<file path="config.mk">
export PLATFORM = sky130hd
export DESIGN_NAME = lcs_host_ctrl
export DESIGN_NICKNAME = d
export VERILOG_FILES = /design/src/common/lcs_pkg.sv /design/src/hw/lcs_host_ctrl.sv
export SDC_FILE = /design/constraint.sdc
export NUM_CORES = 1
export LEC_CHECK = 0
export BUFFER_PORTS_ARGS = -buffer_cell sky130_fd_sc_hd__buf_2
export CAP_MARGIN = 5
export CORE_MARGIN = 3
export CORE_UTILIZATION = 58
export CTS_CLUSTER_SIZE = 10
export DETAILED_ROUTE_END_ITERATION = 6
export GPL_ROUTABILITY_DRIVEN = 1
export PLACE_DENSITY = 0.81
export SKIP_CTS_REPAIR_TIMING = 1
export SLEW_MARGIN = 20
export SYNTH_ARGS = -nofsm -noshare
export SYNTH_HDL_FRONTEND = slang
export SYNTH_SLANG_ARGS = --single-unit
</file>
<file path="constraint.sdc">
create_clock -name CLK -period 12.4 [get_ports CLK]
set_input_delay 0.62 -clock CLK [delete_from_list [all_inputs] [get_ports CLK]]
set_output_delay 0.62 -clock CLK [all_outputs]
set_load 0.03 [all_outputs]
</file>
<file path="src/common/lcs_pkg.sv">
// display controller set-up package: register map, field positions, step and config types
// assumes the device answers one register access at a time on a simple word port
package lcs_pkg;

  // ****************************************************************
  // register byte offsets in the device
  // ****************************************************************
  localparam logic [11:0] ADDR_BASE_UPPER = 12'h000;
  localparam logic [11:0] ADDR_BASE_LOWER = 12'h004;
  localparam logic [11:0] ADDR_FETCH_CFG = 12'h018;
  localparam logic [11:0] ADDR_FETCH_CTRL = 12'h01c;
  localparam logic [11:0] ADDR_CTRL_1 = 12'h800;
  localparam logic [11:0] ADDR_CTRL_2 = 12'h804;
  localparam logic [11:0] ADDR_VERT_TIMING = 12'h808;
  localparam logic [11:0] ADDR_HORIZ_TIMING = 12'h80c;
  localparam logic [11:0] ADDR_PANEL_SIZE = 12'h810;
  localparam logic [11:0] ADDR_POWER_CTRL = 12'h83c;
  localparam logic [11:0] ADDR_CONTRAST_SETUP = 12'h840;
  localparam logic [11:0] ADDR_CONTRAST_LEVEL = 12'h844;

  // ****************************************************************
  // field positions
  // ****************************************************************
  localparam int CLKDIV_LSB = 12;
  localparam int CLKDIV_W = 9;
  localparam int BYPASS_BIT = 0;
  localparam int VERT_FRONT_PORCH_LSB = 0;
  localparam int VERT_BACK_PORCH_LSB = 8;
  localparam int VSYNC_WIDTH_LSB = 16;
  localparam int VERT_TO_HORIZ_DELAY_LSB = 24;
  localparam int HORIZ_BACK_PORCH_LSB = 0;
  localparam int HSYNC_WIDTH_LSB = 8;
  localparam int HORIZ_FRONT_PORCH_LSB = 21;
  localparam int LINE_WIDTH_LSB = 21;
  localparam int LINE_COUNT_LSB = 0;
  localparam int BURST_LSB = 24;
  localparam int BURST_W = 7;
  localparam int FETCH_EN_BIT = 0;
  localparam int POWER_EN_BIT = 0;
  localparam int GUARD_LSB = 1;
  localparam int BUSY_BIT = 31;
  localparam int WORD_BITS_LOG2 = 5;
  localparam int FRAME_WORD_W = 23;

  localparam logic [BURST_W-1:0] BURST_4WORD = 7'h07;
  // least legal timing values; depend on the device build
  localparam logic [7:0] MIN_BACK_PORCH = 8'h00;
  localparam logic [12:0] MIN_SYNC_WIDTH = 13'h0000;
  localparam logic [7:0] MIN_VH_DELAY = 8'h00;

  // ****************************************************************
  // types
  // ****************************************************************
  typedef enum logic [1:0] {OP_START = 2'h0, OP_STOP = 2'h1, OP_SWAP = 2'h2} lcs_op_t;
  typedef enum logic [2:0] {K_WR = 3'h0, K_POLL = 3'h1, K_EOF = 3'h2, K_SKIP = 3'h3,
                            K_END = 3'h4} lcs_kind_t;
  typedef enum logic [1:0] {ST_IDLE = 2'b00, ST_ISSUE = 2'b01, ST_ACCESS = 2'b11,
                            ST_EOF = 2'b10} lcs_state_t;

  typedef struct packed {
    lcs_kind_t kind;
    logic [11:0] addr;
    logic [31:0] data;
  } lcs_step_t;

  typedef struct packed {
    logic [CLKDIV_W-1:0] clk_div;
    logic clk_bypass;
    logic [31:0] ctrl2;
    logic [7:0] vert_front_porch;
    logic [7:0] vert_back_porch;
    logic [7:0] vsync_width;
    logic [7:0] vert_to_horiz_delay;
    logic [7:0] horiz_back_porch;
    logic [12:0] hsync_width;
    logic [10:0] horiz_front_porch;
    logic [10:0] line_width;
    logic [10:0] line_count;
    logic [11:0] width_px;
    logic [11:0] height_px;
    logic [5:0] bpp;
    logic stn;
    logic dual;
    logic [6:0] guard;
    logic contrast_used;
    logic [31:0] contrast_setup;
    logic [31:0] contrast_level;
  } lcs_cfg_t;

endpackage : lcs_pkg

</file>
<file path="src/hw/lcs_host_ctrl.sv">
// host-side sequencer that starts, stops and double-buffers a display controller
// assumes the device register port answers on the same clock, one access at a time
//
// Function
// device fetches nothing before core power-on
// configure everything, enable fetch, then power
// first image ready before start order given
// shut down: power off first, fetch off after
// busy flag polled idle before power on
// pixel clock is core clock over divisor
// divisor field sits at bit twelve
// vertical timing fields at 0/8/16/24
// horizontal timing fields at 0/8/21
// stn zeros unused fields, respects minimums
// panel size: width at 21, lines at 0
// frame size in words, burst at 24
// four-word burst chosen
// single scan uses upper base only
// fetch enable written after full configuration
// power-on write is the final step
// dither patterns keep reset values
// base changes apply at next frame end
// dual bases both written within one frame
// contrast registers only with contrast line
// end-of-frame event marks base reload
// frame pointer counts words down
// bypass sends core clock straight out
// fetch reloads pointers every frame
`timescale 1ns/100ps
module lcs_host_ctrl (
  input wire logic CLK,
  input wire logic ARST_N,
  input wire logic START,
  input wire logic STOP,
  input wire logic SWAP,
  input wire lcs_pkg::lcs_cfg_t CFG,
  input wire logic [31:0] BASE_UPPER,
  input wire logic [31:0] BASE_LOWER,
  output logic BUSY,
  output logic DONE,
  output logic CORE_ON,
  output logic [11:0] REG_ADDR,
  output logic [31:0] REG_WDATA,
  output logic REG_WR,
  output logic REG_RD,
  input wire logic [31:0] REG_RDATA,
  input wire logic REG_READY,
  input wire logic EOF_IRQ,
  input wire logic PIX_CLK,
  output logic [15:0] PIX_EDGES
);

  // ****************************************************************
  // state
  // ****************************************************************
  lcs_pkg::lcs_state_t state;
  lcs_pkg::lcs_state_t next_state;
  lcs_pkg::lcs_op_t op;
  lcs_pkg::lcs_op_t next_op;
  lcs_pkg::lcs_kind_t kind;
  lcs_pkg::lcs_cfg_t cfg;
  lcs_pkg::lcs_step_t cur;
  logic [3:0] step;
  logic [3:0] next_step;
  logic [31:0] base_up;
  logic [31:0] base_lo;
  logic eof_s1, eof_s2, eof_s3;
  logic pix_s1, pix_s2, pix_s3;

  // ****************************************************************
  // pin synchronisers
  // ****************************************************************
  always_ff @(posedge CLK or negedge ARST_N)
  begin
    if (!ARST_N)
    begin
      {eof_s1, eof_s2, eof_s3} <= 3'h0;
      {pix_s1, pix_s2, pix_s3} <= 3'h0;
      PIX_EDGES <= 16'h0000;
    end
    else
    begin
      {eof_s1, eof_s2, eof_s3} <= {EOF_IRQ, eof_s1, eof_s2};
      {pix_s1, pix_s2, pix_s3} <= {PIX_CLK, pix_s1, pix_s2};
      if (pix_s2 && !pix_s3)
        PIX_EDGES <= PIX_EDGES + 16'h0001;
    end
  end

  // rising edge of the end-of-frame line: the device reloads its bases on the clock edge that ends this one-cycle pulse
  wire eof_pulse = eof_s2 && !eof_s3;

  // ****************************************************************
  // register words
  // ****************************************************************
  // bypass and divisor travel together; the device picks between them
  wire [31:0] ctrl1_word = (32'(cfg.clk_div) << lcs_pkg::CLKDIV_LSB)
                         | (32'(cfg.clk_bypass) << lcs_pkg::BYPASS_BIT);
  wire [7:0] bp_eff = (cfg.horiz_back_porch < lcs_pkg::MIN_BACK_PORCH)
                    ? lcs_pkg::MIN_BACK_PORCH : cfg.horiz_back_porch;
  wire [12:0] sw_eff = cfg.stn ? 13'h0000 : (cfg.hsync_width < lcs_pkg::MIN_SYNC_WIDTH)
                     ? lcs_pkg::MIN_SYNC_WIDTH : cfg.hsync_width;
  wire [7:0] delay_eff = (cfg.vert_to_horiz_delay < lcs_pkg::MIN_VH_DELAY)
                       ? lcs_pkg::MIN_VH_DELAY : cfg.vert_to_horiz_delay;
  wire [31:0] vtim_full = (32'(cfg.vert_front_porch) << lcs_pkg::VERT_FRONT_PORCH_LSB)
                        | (32'(cfg.vert_back_porch) << lcs_pkg::VERT_BACK_PORCH_LSB)
                        | (32'(cfg.vsync_width) << lcs_pkg::VSYNC_WIDTH_LSB)
                        | (32'(delay_eff) << lcs_pkg::VERT_TO_HORIZ_DELAY_LSB);
  wire [31:0] vtim_word = cfg.stn ? 32'h0000_0000 : vtim_full;
  wire [31:0] htim_word = (32'(bp_eff) << lcs_pkg::HORIZ_BACK_PORCH_LSB)
                        | (32'(sw_eff) << lcs_pkg::HSYNC_WIDTH_LSB)
                        | (32'(cfg.horiz_front_porch) << lcs_pkg::HORIZ_FRONT_PORCH_LSB);
  wire [31:0] panel_word = (32'(cfg.line_width) << lcs_pkg::LINE_WIDTH_LSB)
                         | (32'(cfg.line_count) << lcs_pkg::LINE_COUNT_LSB);
  // dual scan: each panel holds half the lines
  wire [11:0] height_eff = cfg.dual ? (cfg.height_px >> 1) : cfg.height_px;
  wire [29:0] frame_bits = 30'(cfg.width_px) * 30'(height_eff) * 30'(cfg.bpp);
  wire [lcs_pkg::FRAME_WORD_W-1:0] frame_words =
    frame_bits[lcs_pkg::WORD_BITS_LOG2 +: lcs_pkg::FRAME_WORD_W];
  wire [31:0] fetch_cfg_word = (32'(lcs_pkg::BURST_4WORD) << lcs_pkg::BURST_LSB)
                             | 32'(frame_words);
  wire [31:0] fetch_on_word = 32'h1 << lcs_pkg::FETCH_EN_BIT;
  wire [31:0] guard_word = 32'(cfg.guard) << lcs_pkg::GUARD_LSB;
  wire [31:0] power_on_word = guard_word | (32'h1 << lcs_pkg::POWER_EN_BIT);
  wire lo_kind_skip = !cfg.dual;
  wire ct_kind_skip = !cfg.contrast_used;

  // ****************************************************************
  // step tables; dither patterns are never touched
  // ****************************************************************
  always_comb
  begin
    cur = '{lcs_pkg::K_END, 12'h000, 32'h0000_0000};
    unique case (op)
      lcs_pkg::OP_START:
        unique case (step)
          4'h0: cur = '{lcs_pkg::K_POLL, lcs_pkg::ADDR_POWER_CTRL, 32'h0};
          4'h1: cur = '{lcs_pkg::K_WR, lcs_pkg::ADDR_CTRL_1, ctrl1_word};
          4'h2: cur = '{lcs_pkg::K_WR, lcs_pkg::ADDR_CTRL_2, cfg.ctrl2};
          4'h3: cur = '{lcs_pkg::K_WR, lcs_pkg::ADDR_VERT_TIMING, vtim_word};
          4'h4: cur = '{lcs_pkg::K_WR, lcs_pkg::ADDR_HORIZ_TIMING, htim_word};
          4'h5: cur = '{lcs_pkg::K_WR, lcs_pkg::ADDR_PANEL_SIZE, panel_word};
          4'h6: cur = '{ct_kind_skip ? lcs_pkg::K_SKIP : lcs_pkg::K_WR,
                        lcs_pkg::ADDR_CONTRAST_SETUP, cfg.contrast_setup};
          4'h7: cur = '{ct_kind_skip ? lcs_pkg::K_SKIP : lcs_pkg::K_WR,
                        lcs_pkg::ADDR_CONTRAST_LEVEL, cfg.contrast_level};
          4'h8: cur = '{lcs_pkg::K_WR, lcs_pkg::ADDR_BASE_UPPER, base_up};
          4'h9: cur = '{lo_kind_skip ? lcs_pkg::K_SKIP : lcs_pkg::K_WR,
                        lcs_pkg::ADDR_BASE_LOWER, base_lo};
          4'ha: cur = '{lcs_pkg::K_WR, lcs_pkg::ADDR_FETCH_CFG, fetch_cfg_word};
          4'hb: cur = '{lcs_pkg::K_WR, lcs_pkg::ADDR_FETCH_CTRL, fetch_on_word};
          4'hc: cur = '{lcs_pkg::K_WR, lcs_pkg::ADDR_POWER_CTRL, power_on_word};
          default: cur = '{lcs_pkg::K_END, 12'h000, 32'h0};
        endcase
      lcs_pkg::OP_STOP:
        unique case (step)
          4'h0: cur = '{lcs_pkg::K_WR, lcs_pkg::ADDR_POWER_CTRL, guard_word};
          4'h1: cur = '{lcs_pkg::K_POLL, lcs_pkg::ADDR_POWER_CTRL, 32'h0};
          4'h2: cur = '{lcs_pkg::K_WR, lcs_pkg::ADDR_FETCH_CTRL, 32'h0};
          default: cur = '{lcs_pkg::K_END, 12'h000, 32'h0};
        endcase
      lcs_pkg::OP_SWAP:
        // writing right after frame end leaves a whole frame for both bases
        unique case (step)
          4'h0: cur = '{lcs_pkg::K_EOF, 12'h000, 32'h0};
          4'h1: cur = '{lcs_pkg::K_WR, lcs_pkg::ADDR_BASE_UPPER, base_up};
          4'h2: cur = '{lo_kind_skip ? lcs_pkg::K_SKIP : lcs_pkg::K_WR,
                        lcs_pkg::ADDR_BASE_LOWER, base_lo};
          default: cur = '{lcs_pkg::K_END, 12'h000, 32'h0};
        endcase
      default: cur = '{lcs_pkg::K_END, 12'h000, 32'h0};
    endcase
  end

  // ****************************************************************
  // sequencer
  // ****************************************************************
  // orders are refused while busy, and only make sense in the matching core state
  wire go_stop = STOP && CORE_ON;
  wire go_swap = SWAP && CORE_ON && !go_stop;
  wire go_start = START && !CORE_ON && !STOP;
  wire go_any = go_start || go_stop || go_swap;
  wire finish = (state == lcs_pkg::ST_ISSUE) && (cur.kind == lcs_pkg::K_END);
  wire still_busy = (kind == lcs_pkg::K_POLL) && REG_RDATA[lcs_pkg::BUSY_BIT];

  always_comb
  begin
    next_state = state;
    next_step = step;
    next_op = op;
    unique case (state)
      lcs_pkg::ST_IDLE:
        if (go_any)
        begin
          next_state = lcs_pkg::ST_ISSUE;
          next_step = 4'h0;
          next_op = go_stop ? lcs_pkg::OP_STOP : go_swap ? lcs_pkg::OP_SWAP : lcs_pkg::OP_START;
        end
      lcs_pkg::ST_ISSUE:
        unique case (cur.kind)
          lcs_pkg::K_END: next_state = lcs_pkg::ST_IDLE;
          lcs_pkg::K_SKIP: next_step = step + 4'h1;
          lcs_pkg::K_EOF: next_state = lcs_pkg::ST_EOF;
          lcs_pkg::K_WR, lcs_pkg::K_POLL: next_state = lcs_pkg::ST_ACCESS;
          default: next_state = lcs_pkg::ST_IDLE;
        endcase
      lcs_pkg::ST_ACCESS:
        if (REG_READY)
        begin
          next_state = lcs_pkg::ST_ISSUE;
          if (!still_busy)
            next_step = step + 4'h1;
        end
      lcs_pkg::ST_EOF:
        if (eof_pulse)
        begin
          next_state = lcs_pkg::ST_ISSUE;
          next_step = step + 4'h1;
        end
    endcase
  end

  always_ff @(posedge CLK or negedge ARST_N)
  begin
    if (!ARST_N)
    begin
      state <= lcs_pkg::ST_IDLE;
      step <= 4'h0;
      op <= lcs_pkg::OP_START;
      kind <= lcs_pkg::K_END;
      REG_ADDR <= 12'h000;
      REG_WDATA <= 32'h0000_0000;
      DONE <= 1'b0;
      CORE_ON <= 1'b0;
    end
    else
    begin
      state <= next_state;
      step <= next_step;
      op <= next_op;
      DONE <= finish;
      if (state == lcs_pkg::ST_ISSUE)
      begin
        kind <= cur.kind;
        REG_ADDR <= cur.addr;
        REG_WDATA <= cur.data;
      end
      if (finish)
        CORE_ON <= (op == lcs_pkg::OP_START) || (op == lcs_pkg::OP_SWAP);
    end
  end

  // settings and buffer addresses are frozen for the length of one order
  always_ff @(posedge CLK or negedge ARST_N)
  begin
    if (!ARST_N)
    begin
      cfg <= '0;
      base_up <= 32'h0000_0000;
      base_lo <= 32'h0000_0000;
    end
    else if (state == lcs_pkg::ST_IDLE && go_any)
    begin
      if (go_start)
        cfg <= CFG;
      base_up <= BASE_UPPER;
      base_lo <= BASE_LOWER;
    end
  end

  assign BUSY = (state != lcs_pkg::ST_IDLE);
  assign REG_WR = (state == lcs_pkg::ST_ACCESS) && (kind == lcs_pkg::K_WR);
  assign REG_RD = (state == lcs_pkg::ST_ACCESS) && (kind == lcs_pkg::K_POLL);

  // ****************************************************************
  // checks
  // ****************************************************************
  logic fetch_on_done, power_off_done, idle_seen, eof_seen;
  wire wr_done = REG_WR && REG_READY;
  always_ff @(posedge CLK or negedge ARST_N)
  begin
    if (!ARST_N)
      {fetch_on_done, power_off_done, idle_seen, eof_seen} <= 4'h0;
    else if (state == lcs_pkg::ST_IDLE)
      {fetch_on_done, power_off_done, idle_seen, eof_seen} <= 4'h0;
    else
    begin
      if (wr_done && REG_ADDR == lcs_pkg::ADDR_FETCH_CTRL && REG_WDATA[lcs_pkg::FETCH_EN_BIT])
        fetch_on_done <= 1'b1;
      if (wr_done && REG_ADDR == lcs_pkg::ADDR_POWER_CTRL && !REG_WDATA[lcs_pkg::POWER_EN_BIT])
        power_off_done <= 1'b1;
      if (REG_RD && REG_READY && !REG_RDATA[lcs_pkg::BUSY_BIT])
        idle_seen <= 1'b1;
      if (state == lcs_pkg::ST_EOF && eof_pulse)
        eof_seen <= 1'b1;
    end
  end

  wire power_on_wr = REG_WR && REG_ADDR == lcs_pkg::ADDR_POWER_CTRL
                     && REG_WDATA[lcs_pkg::POWER_EN_BIT];
endmodule : lcs_host_ctrl
</file>
==> Word-level counts from Yosys, hierarchy flattened <==
Cells that the tools add are included.
{ "word_totals": {"regBits": 375, "inputBits": 336, "out_inout_bits": 65} }
{ "classes": {"n_addsub": 2, "multipliers": 2, "magnitude_cmp": 3, "n_eq_ne": 28, "muxes": 25, "bitwise": 7, "reduce_logical": 31} }
{ "ops": {"columns": ["operator", "count"], "rows": [
  ["$pmux 47 s13", 1],
  ["$pmux 47 s3", 3],
  ["$mux 32", 1],
  ["$or 21x32->32", 1],
  ["$or 24x32->32", 1],
  ["$or 32x11->32", 1],
  ["$mul 24x6->28", 1],
  ["$mux 13", 2],
  ["$mul 12x12->24", 1],
  ["$or 16x24->24", 1],
  ["$or 21x1->21", 1],
  ["$or 8x21->21", 1],
  ["$eq 4x4->1 const B", 5],
  ["$mux 4", 5],
  ["$add 16x1->16 const B", 1],
  ["$eq 4x3->1 const B", 4],
  ["$lt 8x1->1 const B", 2],
  ["$mux 8", 2],
  ["$or 8x16->16", 1],
  ["$pmux 4 s4", 1],
  ["$mux 2", 7],
  ["$lt 13x1->1 const B", 1],
  ["$logic_and 1x1->1", 12],
  ["$mux 12", 1],
  ["22 further kinds", 41]
]} }

==> Depth between registers and ports, before layout <==
Gate-level depths: netlist of the first run.
{ "logic_depth": {"ltp_word": 11, "ltp_mapped": 41, "mapped_depth_nobuf": 38} }

==> Least setup slack after synthesis of the first run <==
Ideal clock, no wire load.
{ "synth_path": {"path_type": "register -> register", "from": "register cfg[72] (netlist bit)", "to": "register REG_WDATA[22]", "arrival_ps": 9497, "required_ps": 12275, "slack_ps": 2777, "path_stages_with_launch": 39, "n_path_buf": 3, "period_less_slack_ps": 9623, "cell_sequence": "dfrtp_1 buf_6 clkbuf_1 mux2_2 clkbuf_1 nand2_1 fa_1 fa_1 inv_1 fa_1 fa_1 inv_1 fa_1 inv_1 ha_1 or4_4 a2111o_1 a32o_2 [... 3 more ...] xnor2_1 nand2_1 fa_1 inv_1 fa_1 inv_1 fa_1 inv_1 ha_1 a21oi_1 nand2_1 o311ai_0 a311o_1 nand3b_1 a21oi_1 o21bai_1 xnor3_1 o21ai_1"} }
{ "synth_via": {"elab_chain_len": 5} }
{ "synth_lines": {"columns": ["element", "line_no", "text"], "rows": [
  ["start: declaration", "lcs_host_ctrl.sv:61", "lcs_pkg::lcs_cfg_t cfg;"],
  ["start signal: assignment", "lcs_host_ctrl.sv:258", "cfg <= '0;"],
  ["start signal: assignment", "lcs_host_ctrl.sv:265", "cfg <= CFG;"],
  ["$mux 12", "lcs_host_ctrl.sv:116", "wire [11:0] height_eff = cfg.dual ? (cfg.height_px >> 1) : cfg.height_px;"],
  ["$mul 12x12->24", "lcs_host_ctrl.sv:117", "wire [29:0] frame_bits = 30'(cfg.width_px) * 30'(height_eff) * 30'(cfg.bpp);"],
  ["$mul 24x6->28", "lcs_host_ctrl.sv:117", null],
  ["$pmux 47 s13", "lcs_host_ctrl.sv:136", "unique case (step)"],
  ["$pmux 47 s3", "lcs_host_ctrl.sv:134", "unique case (op)"],
  ["end signal: assignment", "lcs_host_ctrl.sv:246", "REG_WDATA <= cur.data;"],
  ["end: declaration", "lcs_host_ctrl.sv:43", "output logic [31:0] REG_WDATA,"]
]} }
Every way passes these cells.
A chain may end at the register's enable or synchronous reset.

==> Worst setup path after layout of the first run <==
{ "layout_path": {"from": "register cfg[72] (netlist bit)", "to": "register REG_WDATA[19]"} }
The elaborated chain is that of the path after synthesis.

==> load_flow_metrics.sql, run 1 <==
INSERT INTO impl_metrics (metric_group, metric, value, unit) VALUES
('timing', 'ratio_of_final_minimum_period_to_clock_period', '87.27', '%'),
('die', 'start_util', '59.25', '%'),
('drt', 'detail_route.drc_violations', '0', ''),
('setup_path', 'timing.critical_path.slowest_cell_delay', '850', 'ps'),
('setup_path', 'cpLargestDelayFamily', 'adder cells', ''),
('die', 'top_level_ports', '401', ''),
('die', 'die_x', '213.9', 'µm'),
('yosys', 'yosys_most_used_dff', 'sky130_fd_sc_hd__dfrtp_1', ''),
('setup_path', 'cp-end-kind', 'flip-flop', ''),
('drt', 'first_pass_iters', '7', ''),
('cells_and_area', 'final_core_util', '67.48', '%'),
('timing', 'grt_setup_unrepaired', 'no', ''),
('yosys', 'gate_count_of_the_mapped_netlist', '2326', ''),
('setup_path', 'critPathKind', 'reg2reg', ''),
('timing', 'period_minus_slack', '10820', 'ps'),
('cells_and_area', 'num-nets-final', '3239', ''),
('yosys', 'synth_edf_count', '0', ''),
('place', 'detailedPlacementHpwl', '53350', 'µm'),
('cells_and_area', 'drive_above_1_share', '29.11', '%'),
('cells_and_area', 'area_growth_syn_to_layout', '13.89', '%'),
('drt', 'routed-via-count', '19705', ''),
('die', 'floorplan_core_area', '42320', 'µm²'),
('drt', 'drtIter0Drc', '1841', ''),
('yosys', 'syn-mean-instance-area', '10.78', 'µm²'),
('drt', 'wirelength', '74250', 'µm'),
('setup_path', 'worstPathMaxFanout', '17', ''),
('yosys', 'synth.area.top_cells', 'sky130_fd_sc_hd__dfrtp_1 37%, sky130_fd_sc_hd__fa_1 15%, sky130_fd_sc_hd__mux2_2 14%', ''),
('setup_path', 'cp_data_required_time', '12860', 'ps'),
('clock_tree', 'clock_tree.htree_level_count', '2', ''),
('drt', 'detail_route.wl_per_cell', '22.94', 'µm'),
('grt', 'grt_util_all_layers', '32.40', '%'),
('die', 'chipHeight', '213.9', 'µm'),
('place', 'place_area', '27260', 'µm²'),
('yosys', 'flops_latches_synth', '369', ''),
('cells_and_area', 'commonest_non_fill_non_tap_cells_in_the_layout', '368 x sky130_fd_sc_hd__dfrtp_1, 362 x sky130_fd_sc_hd__buf_2, 309 x sky130_fd_sc_hd__mux2_2', ''),
('place', 'portBuffers', '363', ''),
('timing', 'relSlewSlack', '24.35', '%'),
('setup_path', 'worst_setup_path_start_kind', 'flip-flop', ''),
('clock_tree', 'clk_root_buffer_cell', 'sky130_fd_sc_hd__clkbuf_16', ''),
('clock_tree', 'cts.path.max_buffers', '3', ''),
('yosys', 'synth_cell_types', '74', ''),
('timing', 'finalHoldViolCount', '0', ''),
('yosys', 'synth_area', '25080', 'µm²'),
('timing', 'totalNegativeSetupSlack', '0', 'ps'),
('timing', 'skew', '27.05', 'ps'),
('timing', 'slew_viol_final', '0', ''),
('grt', 'grt_start_max_net_pins', '173', ''),
('cells_and_area', 'final_common_cell', 'sky130_fd_sc_hd__dfrtp_1', ''),
('clock_tree', 'cts_tree', 'yes', ''),
('grt', 'grt_first_pass_wirelength', '116800', 'µm'),
('grt', 'globalRoute.totalOverflow', '0', ''),
('die', 'die_area', '45760', 'µm²'),
('clock_tree', 'cts_inserted_buffers', '44', ''),
('clock_tree', 'worstSkewPairLatency', '590', 'ps'),
('drt', 'antenna_left', '0', ''),
('cells_and_area', 'filler_cell_count', '3089', ''),
('timing', 'worst_pin_slew', '1135', 'ps'),
('yosys', 'post-synth-top-area-cell', 'sky130_fd_sc_hd__dfrtp_1', ''),
('yosys', 'synth_async_sr_flop_share', '100.0', '%'),
('timing', 'max_freq', '0.09240', 'GHz'),
('clock_tree', 'cts.clk_slew.worst_paths', '50', 'ps'),
('place', 'routabilityCongestion', '0.9345', ''),
('grt', 'vias_in_the_first_global_route', '21168', ''),
('cells_and_area', 'final_area', '28560', 'µm²'),
('drt', 'detail_route.vias_per_cell', '6.087', ''),
('run', 'max-cap-violations', '0', ''),
('timing', 'hold_slack_final', '75.91', 'ps'),
('timing', 'setup_violations', '0', ''),
('setup_path', 'worstPathBufferInverterCount', '8', ''),
('run_status', 'status', 'finished, final reports clean', ''),
('die', 'placementRows', '75', ''),
('setup_path', 'worst_path_max_delay_cell', 'sky130_fd_sc_hd__dfrtp_1', ''),
('yosys', 'synth_warnings', '0', ''),
('yosys', 'netlist.area_leader.share', '36.72', '%'),
('grt', 'antenna_found_initial', '34', ''),
('min_path', 'hold_path.class', 'in2async', ''),
('setup_path', 'timing.critical_path.arrival', '11280', 'ps'),
('clock_tree', 'cts.sink_count', '369', ''),
('yosys', 'seq_area_frac_synth', '36.83', '%');
==> per-layer routing <==
metal | track usage, % | share of wire (%)
met1 | 38.26 | 35
met5 | 0 | 0.20
met4 | 16.92 | 5.5
met2 | 54.61 | 49
met3 | 8.638 | 9.9
==> kinds of logic after synthesis <==
logic type                 after synthesis  synth area share, %
and+or+nand+nor                        536                10.42
AOI/OAI and AO/OA                      386                11.00
buffers and inverters                  381                5.858
DFF                                    369                36.83
muxes                                  316                14.18
adders and majority gates              284                19.77
xor gates and xnor gates                53                1.936
other                                    1              0.01495
==> metrics by stage <==
step	setup WS [ps]	cells
2_1_floorplan	2777	2331
3_3_place_gp	1945	3150
4_1_cts	1654	3215
3_5_place_dp	1731	3150
6_report	1578	3237
5_1_grt	1171	3232
==> cell usage after synthesis (51+ instances only) <==
cell type                  number
sky130_fd_sc_hd__o21ai_0       55
sky130_fd_sc_hd__and2_1       126
sky130_fd_sc_hd__inv_1        243
sky130_fd_sc_hd__nand2_1      234
sky130_fd_sc_hd__ha_1          97
sky130_fd_sc_hd__a22oi_1       77
sky130_fd_sc_hd__a21oi_1       86
sky130_fd_sc_hd__dfrtp_1      368
sky130_fd_sc_hd__clkbuf_1     108
sky130_fd_sc_hd__mux2_2       309
sky130_fd_sc_hd__nor2_1        51
sky130_fd_sc_hd__fa_1         187
==> area by class of cell <==
| class | instances | area, µm² | share of cell area [%] |
|---|---|---|---|
| diodes | 22 | 55.05 | 0.1928 |
| clock buffers | 60 | 1181 | 4.136 |
| clock inverters | 5 | 63.81 | 0.2234 |
| inverters | 243 | 912.1 | 3.194 |
| multi-input cells | 1581 | 14420 | 50.50 |
| flip-flops and latches | 369 | 9235 | 32.34 |
| well taps | 577 | 721.9 | 2.528 |
| repair buffers | 380 | 1967 | 6.887 |
==> final timing paths <==
kind / from / to / slack, ps / depth (start not counted)
min in group CLK: PIX_CLK / pix_s1 / 150 / 1
hold reg to reg: eof_s1 / eof_s2 / 350 / 0
max in group asynchronous: ARST_N / cfg[43] / 9860 / 3
setup reg to reg: cfg[72] / REG_WDATA[19] / 1580 / 36
hold / removal: ARST_N / cfg[15] / 80 / 1
setup / recovery: cfg[72] / REG_WDATA[19] / 1580 / 36
==> flip-flops by register name, summed over array words and instances (netlist names) <==
signal	cells
cfg	232
REG_WDATA	32
base_lo	32
base_up	32
PIX_EDGES	16
REG_ADDR	6
step	4
kind	3
op	2
state	2
CORE_ON	1
DONE	1
eof_s1	1
eof_s2	1
eof_s3	1
pix_s1	1
pix_s2	1
pix_s3	1
Power of run 1 is not shown: default switching activity piles up to over one toggle a cycle in this logic, so the estimate is an artifact.
==> run 2: changes to the inputs <==
--- a/config.mk
+++ b/config.mk
@@ -9,9 +9,8 @@
 export CAP_MARGIN = 5
 export CORE_MARGIN = 3
-export CORE_UTILIZATION = 58
+export CORE_UTILIZATION = 40
 export CTS_CLUSTER_SIZE = 10
 export DETAILED_ROUTE_END_ITERATION = 6
 export GPL_ROUTABILITY_DRIVEN = 1
-export PLACE_DENSITY = 0.81
 export SKIP_CTS_REPAIR_TIMING = 1
 export SLEW_MARGIN = 20
==> constraint.sdc (replaced) <==
create_clock -name CLK -period 12.4 [get_ports CLK]
set_input_delay 0 -clock CLK [delete_from_list [all_inputs] [get_ports CLK]]
set_output_delay 0 -clock CLK [all_outputs]
set_load 0.03 [all_outputs]
==> run 2 against run 1 <==
Utilization down 16 points; sequential share of layout area down 3.4 points; setup slack better by 180 ps; first-iteration DRC count down 26%; clock skew up 12 ps.
==> load_flow_metrics.sql, run 2 (synthesis results as in run 1) <==
INSERT INTO impl_metrics (metric_group, metric, value, unit) VALUES
('grt', 'grt_util_all_layers', '23.96', '%'),
('clock_tree', 'worstSkewPairLatency', '610', 'ps'),
('die', 'chipHeight', '256.4', 'µm'),
('drt', 'met1_length', '33170', 'µm'),
('grt', 'grt_first_pass_wirelength', '122700', 'µm'),
('setup_path', 'worst_path_most_repeated_cell', 'sky130_fd_sc_hd__fa_1', ''),
('drt', 'met2_wirelength', '40620', 'µm'),
('timing', 'worst_pin_slew', '1139', 'ps'),
('timing', 'totalNegativeSetupSlack', '0', 'ps'),
('min_path', 'hold_path.class', 'in2async', ''),
('drt', 'detail_route.vias_per_cell', '5.383', ''),
('setup_path', 'worst_path_max_delay_cell', 'sky130_fd_sc_hd__dfrtp_1', ''),
('timing', 'finalHoldViolCount', '0', ''),
('timing', 'ratio_of_final_minimum_period_to_clock_period', '85.84', '%'),
('cells_and_area', 'num-nets-final', '3545', ''),
('timing', 'slew_viol_final', '0', ''),
('grt', 'globalRoute.totalOverflow', '0', ''),
('cells_and_area', 'final_common_cell', 'sky130_fd_sc_hd__dfrtp_1', ''),
('setup_path', 'cp-end-kind', 'flip-flop', ''),
('place', 'portBuffers', '363', ''),
('clock_tree', 'cts.path.max_buffers', '3', ''),
('setup_path', 'worstPathMaxFanout', '17', ''),
('cells_and_area', 'commonest_non_fill_non_tap_cells_in_the_layout', '368 x sky130_fd_sc_hd__dfrtp_1, 362 x sky130_fd_sc_hd__buf_2, 309 x sky130_fd_sc_hd__mux2_2', ''),
('grt', 'grt_start_max_net_pins', '179', ''),
('drt', 'first_pass_iters', '6', ''),
('timing', 'fin_ws', '1756', 'ps'),
('timing', 'max_freq', '0.09395', 'GHz'),
('drt', 'detail_route.drc_violations', '0', ''),
('timing', 'grt_setup_unrepaired', 'no', ''),
('cells_and_area', 'largest_register_ffs', '232', ''),
('setup_path', 'timing.critical_path.arrival', '11120', 'ps'),
('clock_tree', 'cts.clk_slew.worst_paths', '60', 'ps'),
('clock_tree', 'cts_inserted_buffers', '44', ''),
('drt', 'routed-via-count', '20364', ''),
('die', 'die_area', '65730', 'µm²'),
('run_status', 'status', 'finished, final reports clean', ''),
('setup_path', 'worst_setup_path_start_kind', 'flip-flop', ''),
('clock_tree', 'clk_root_buffer_cell', 'sky130_fd_sc_hd__clkbuf_16', ''),
('timing', 'relSlewSlack', '24.08', '%'),
('die', 'floorplan_core_area', '61830', 'µm²'),
('cells_and_area', 'drive_above_1_share', '26.30', '%'),
('cells_and_area', 'area_growth_syn_to_layout', '27.35', '%'),
('place', 'routabilityCongestion', '0.8732', ''),
('drt', 'detail_route.wl_per_cell', '21.54', 'µm'),
('clock_tree', 'cts.sink_count', '369', ''),
('setup_path', 'timing.critical_path.slowest_cell_delay', '860', 'ps'),
('setup_path', 'critPathKind', 'reg2reg', ''),
('drt', 'routed.top_layer', 'met5', ''),
('grt', 'vias_in_the_first_global_route', '20625', ''),
('place', 'dp_worst_setup_slack', '1826', 'ps'),
('setup_path', 'cp_data_required_time', '12880', 'ps'),
('cells_and_area', 'final-seq-area', '9235', 'µm²'),
('timing', 'period_minus_slack', '10640', 'ps'),
('cells_and_area', 'top_register', 'cfg', ''),
('run', 'max-cap-violations', '0', ''),
('timing', 'hold_slack_final', '1.298', 'ps'),
('timing', 'setup_violations', '0', ''),
('clock_tree', 'cts_tree', 'yes', ''),
('die', 'placementRows', '91', ''),
('cells_and_area', 'filler_cell_count', '5370', ''),
('die', 'start_util', '40.56', '%'),
('drt', 'wirelength', '81500', 'µm'),
('drt', 'dr_wl_met3', '5720', 'µm'),
('die', 'top_level_ports', '401', ''),
('cells_and_area', 'multiInputGateArea', '14430', 'µm²'),
('drt', 'drtIter0Drc', '1357', ''),
('clock_tree', 'clock_tree.htree_level_count', '2', ''),
('grt', 'antenna_found_initial', '13', ''),
('timing', 'skew', '38.86', 'ps'),
('place', 'detailedPlacementHpwl', '58120', 'µm'),
('die', 'die_x', '256.4', 'µm'),
('drt', 'antenna_left', '0', '');
==> run 2: final timing paths <==
kind,from,to,slack (ps),cells past startpoint
worst max-delay path,cfg[72],REG_WDATA[19],1760,36
worst min-delay path,ARST_N,PIX_EDGES[11],1,2
worst max register to register,cfg[72],REG_WDATA[19],1760,36
worst min register to register,pix_s1,pix_s2,350,0
max in group asynchronous,ARST_N,step[1],9330,5
min in group CLK,PIX_CLK,pix_s1,50,2
==> run 2: metrics by stage <==
| stage | cells | instance area, µm² | util, % |
|---|---|---|---|
| detailed placement | 3413 | 27610 | 44.66 |
| global placement | 3413 | 27610 | 44.65 |
| global route | 3778 | 31920 | 51.63 |
| finish | 3783 | 31930 | 51.65 |
| CTS | 3469 | 28870 | 46.69 |
| floorplan | 2331 | 25090 | - |
==> run 2: area by class of cell <==
class,count,share of cell area [%]
repair buffers,686,15.74
flip-flops and latches,369,28.92
clock inverters,7,0.4349
clock buffers,49,3.507
well taps,837,3.280
inverters,243,2.856
diodes,11,0.08620
multi-input cells,1581,45.18
==> run 2: layer usage <==
metal | global-route usage (%) | vias up
met5 | 0 | -
met4 | 6.551 | 6
met3 | 7.960 | 134
met2 | 40.92 | 669
met1 | 29.04 | 10426
li1 | - | 9129
==> run 2: critical path, delay by kind of cell (launching register included) <==
kind | cells | cell delay, ps
adders and majority gates | 10 | 4870
and+or+nand+nor | 6 | 750
buffers and inverters | 7 | 390
DFF | 1 | 860
xor gates and xnor gates | 1 | 420
AOI/OAI and AO/OA | 11 | 2780
muxes | 1 | 500
Power of run 2 is left out for the same reason.
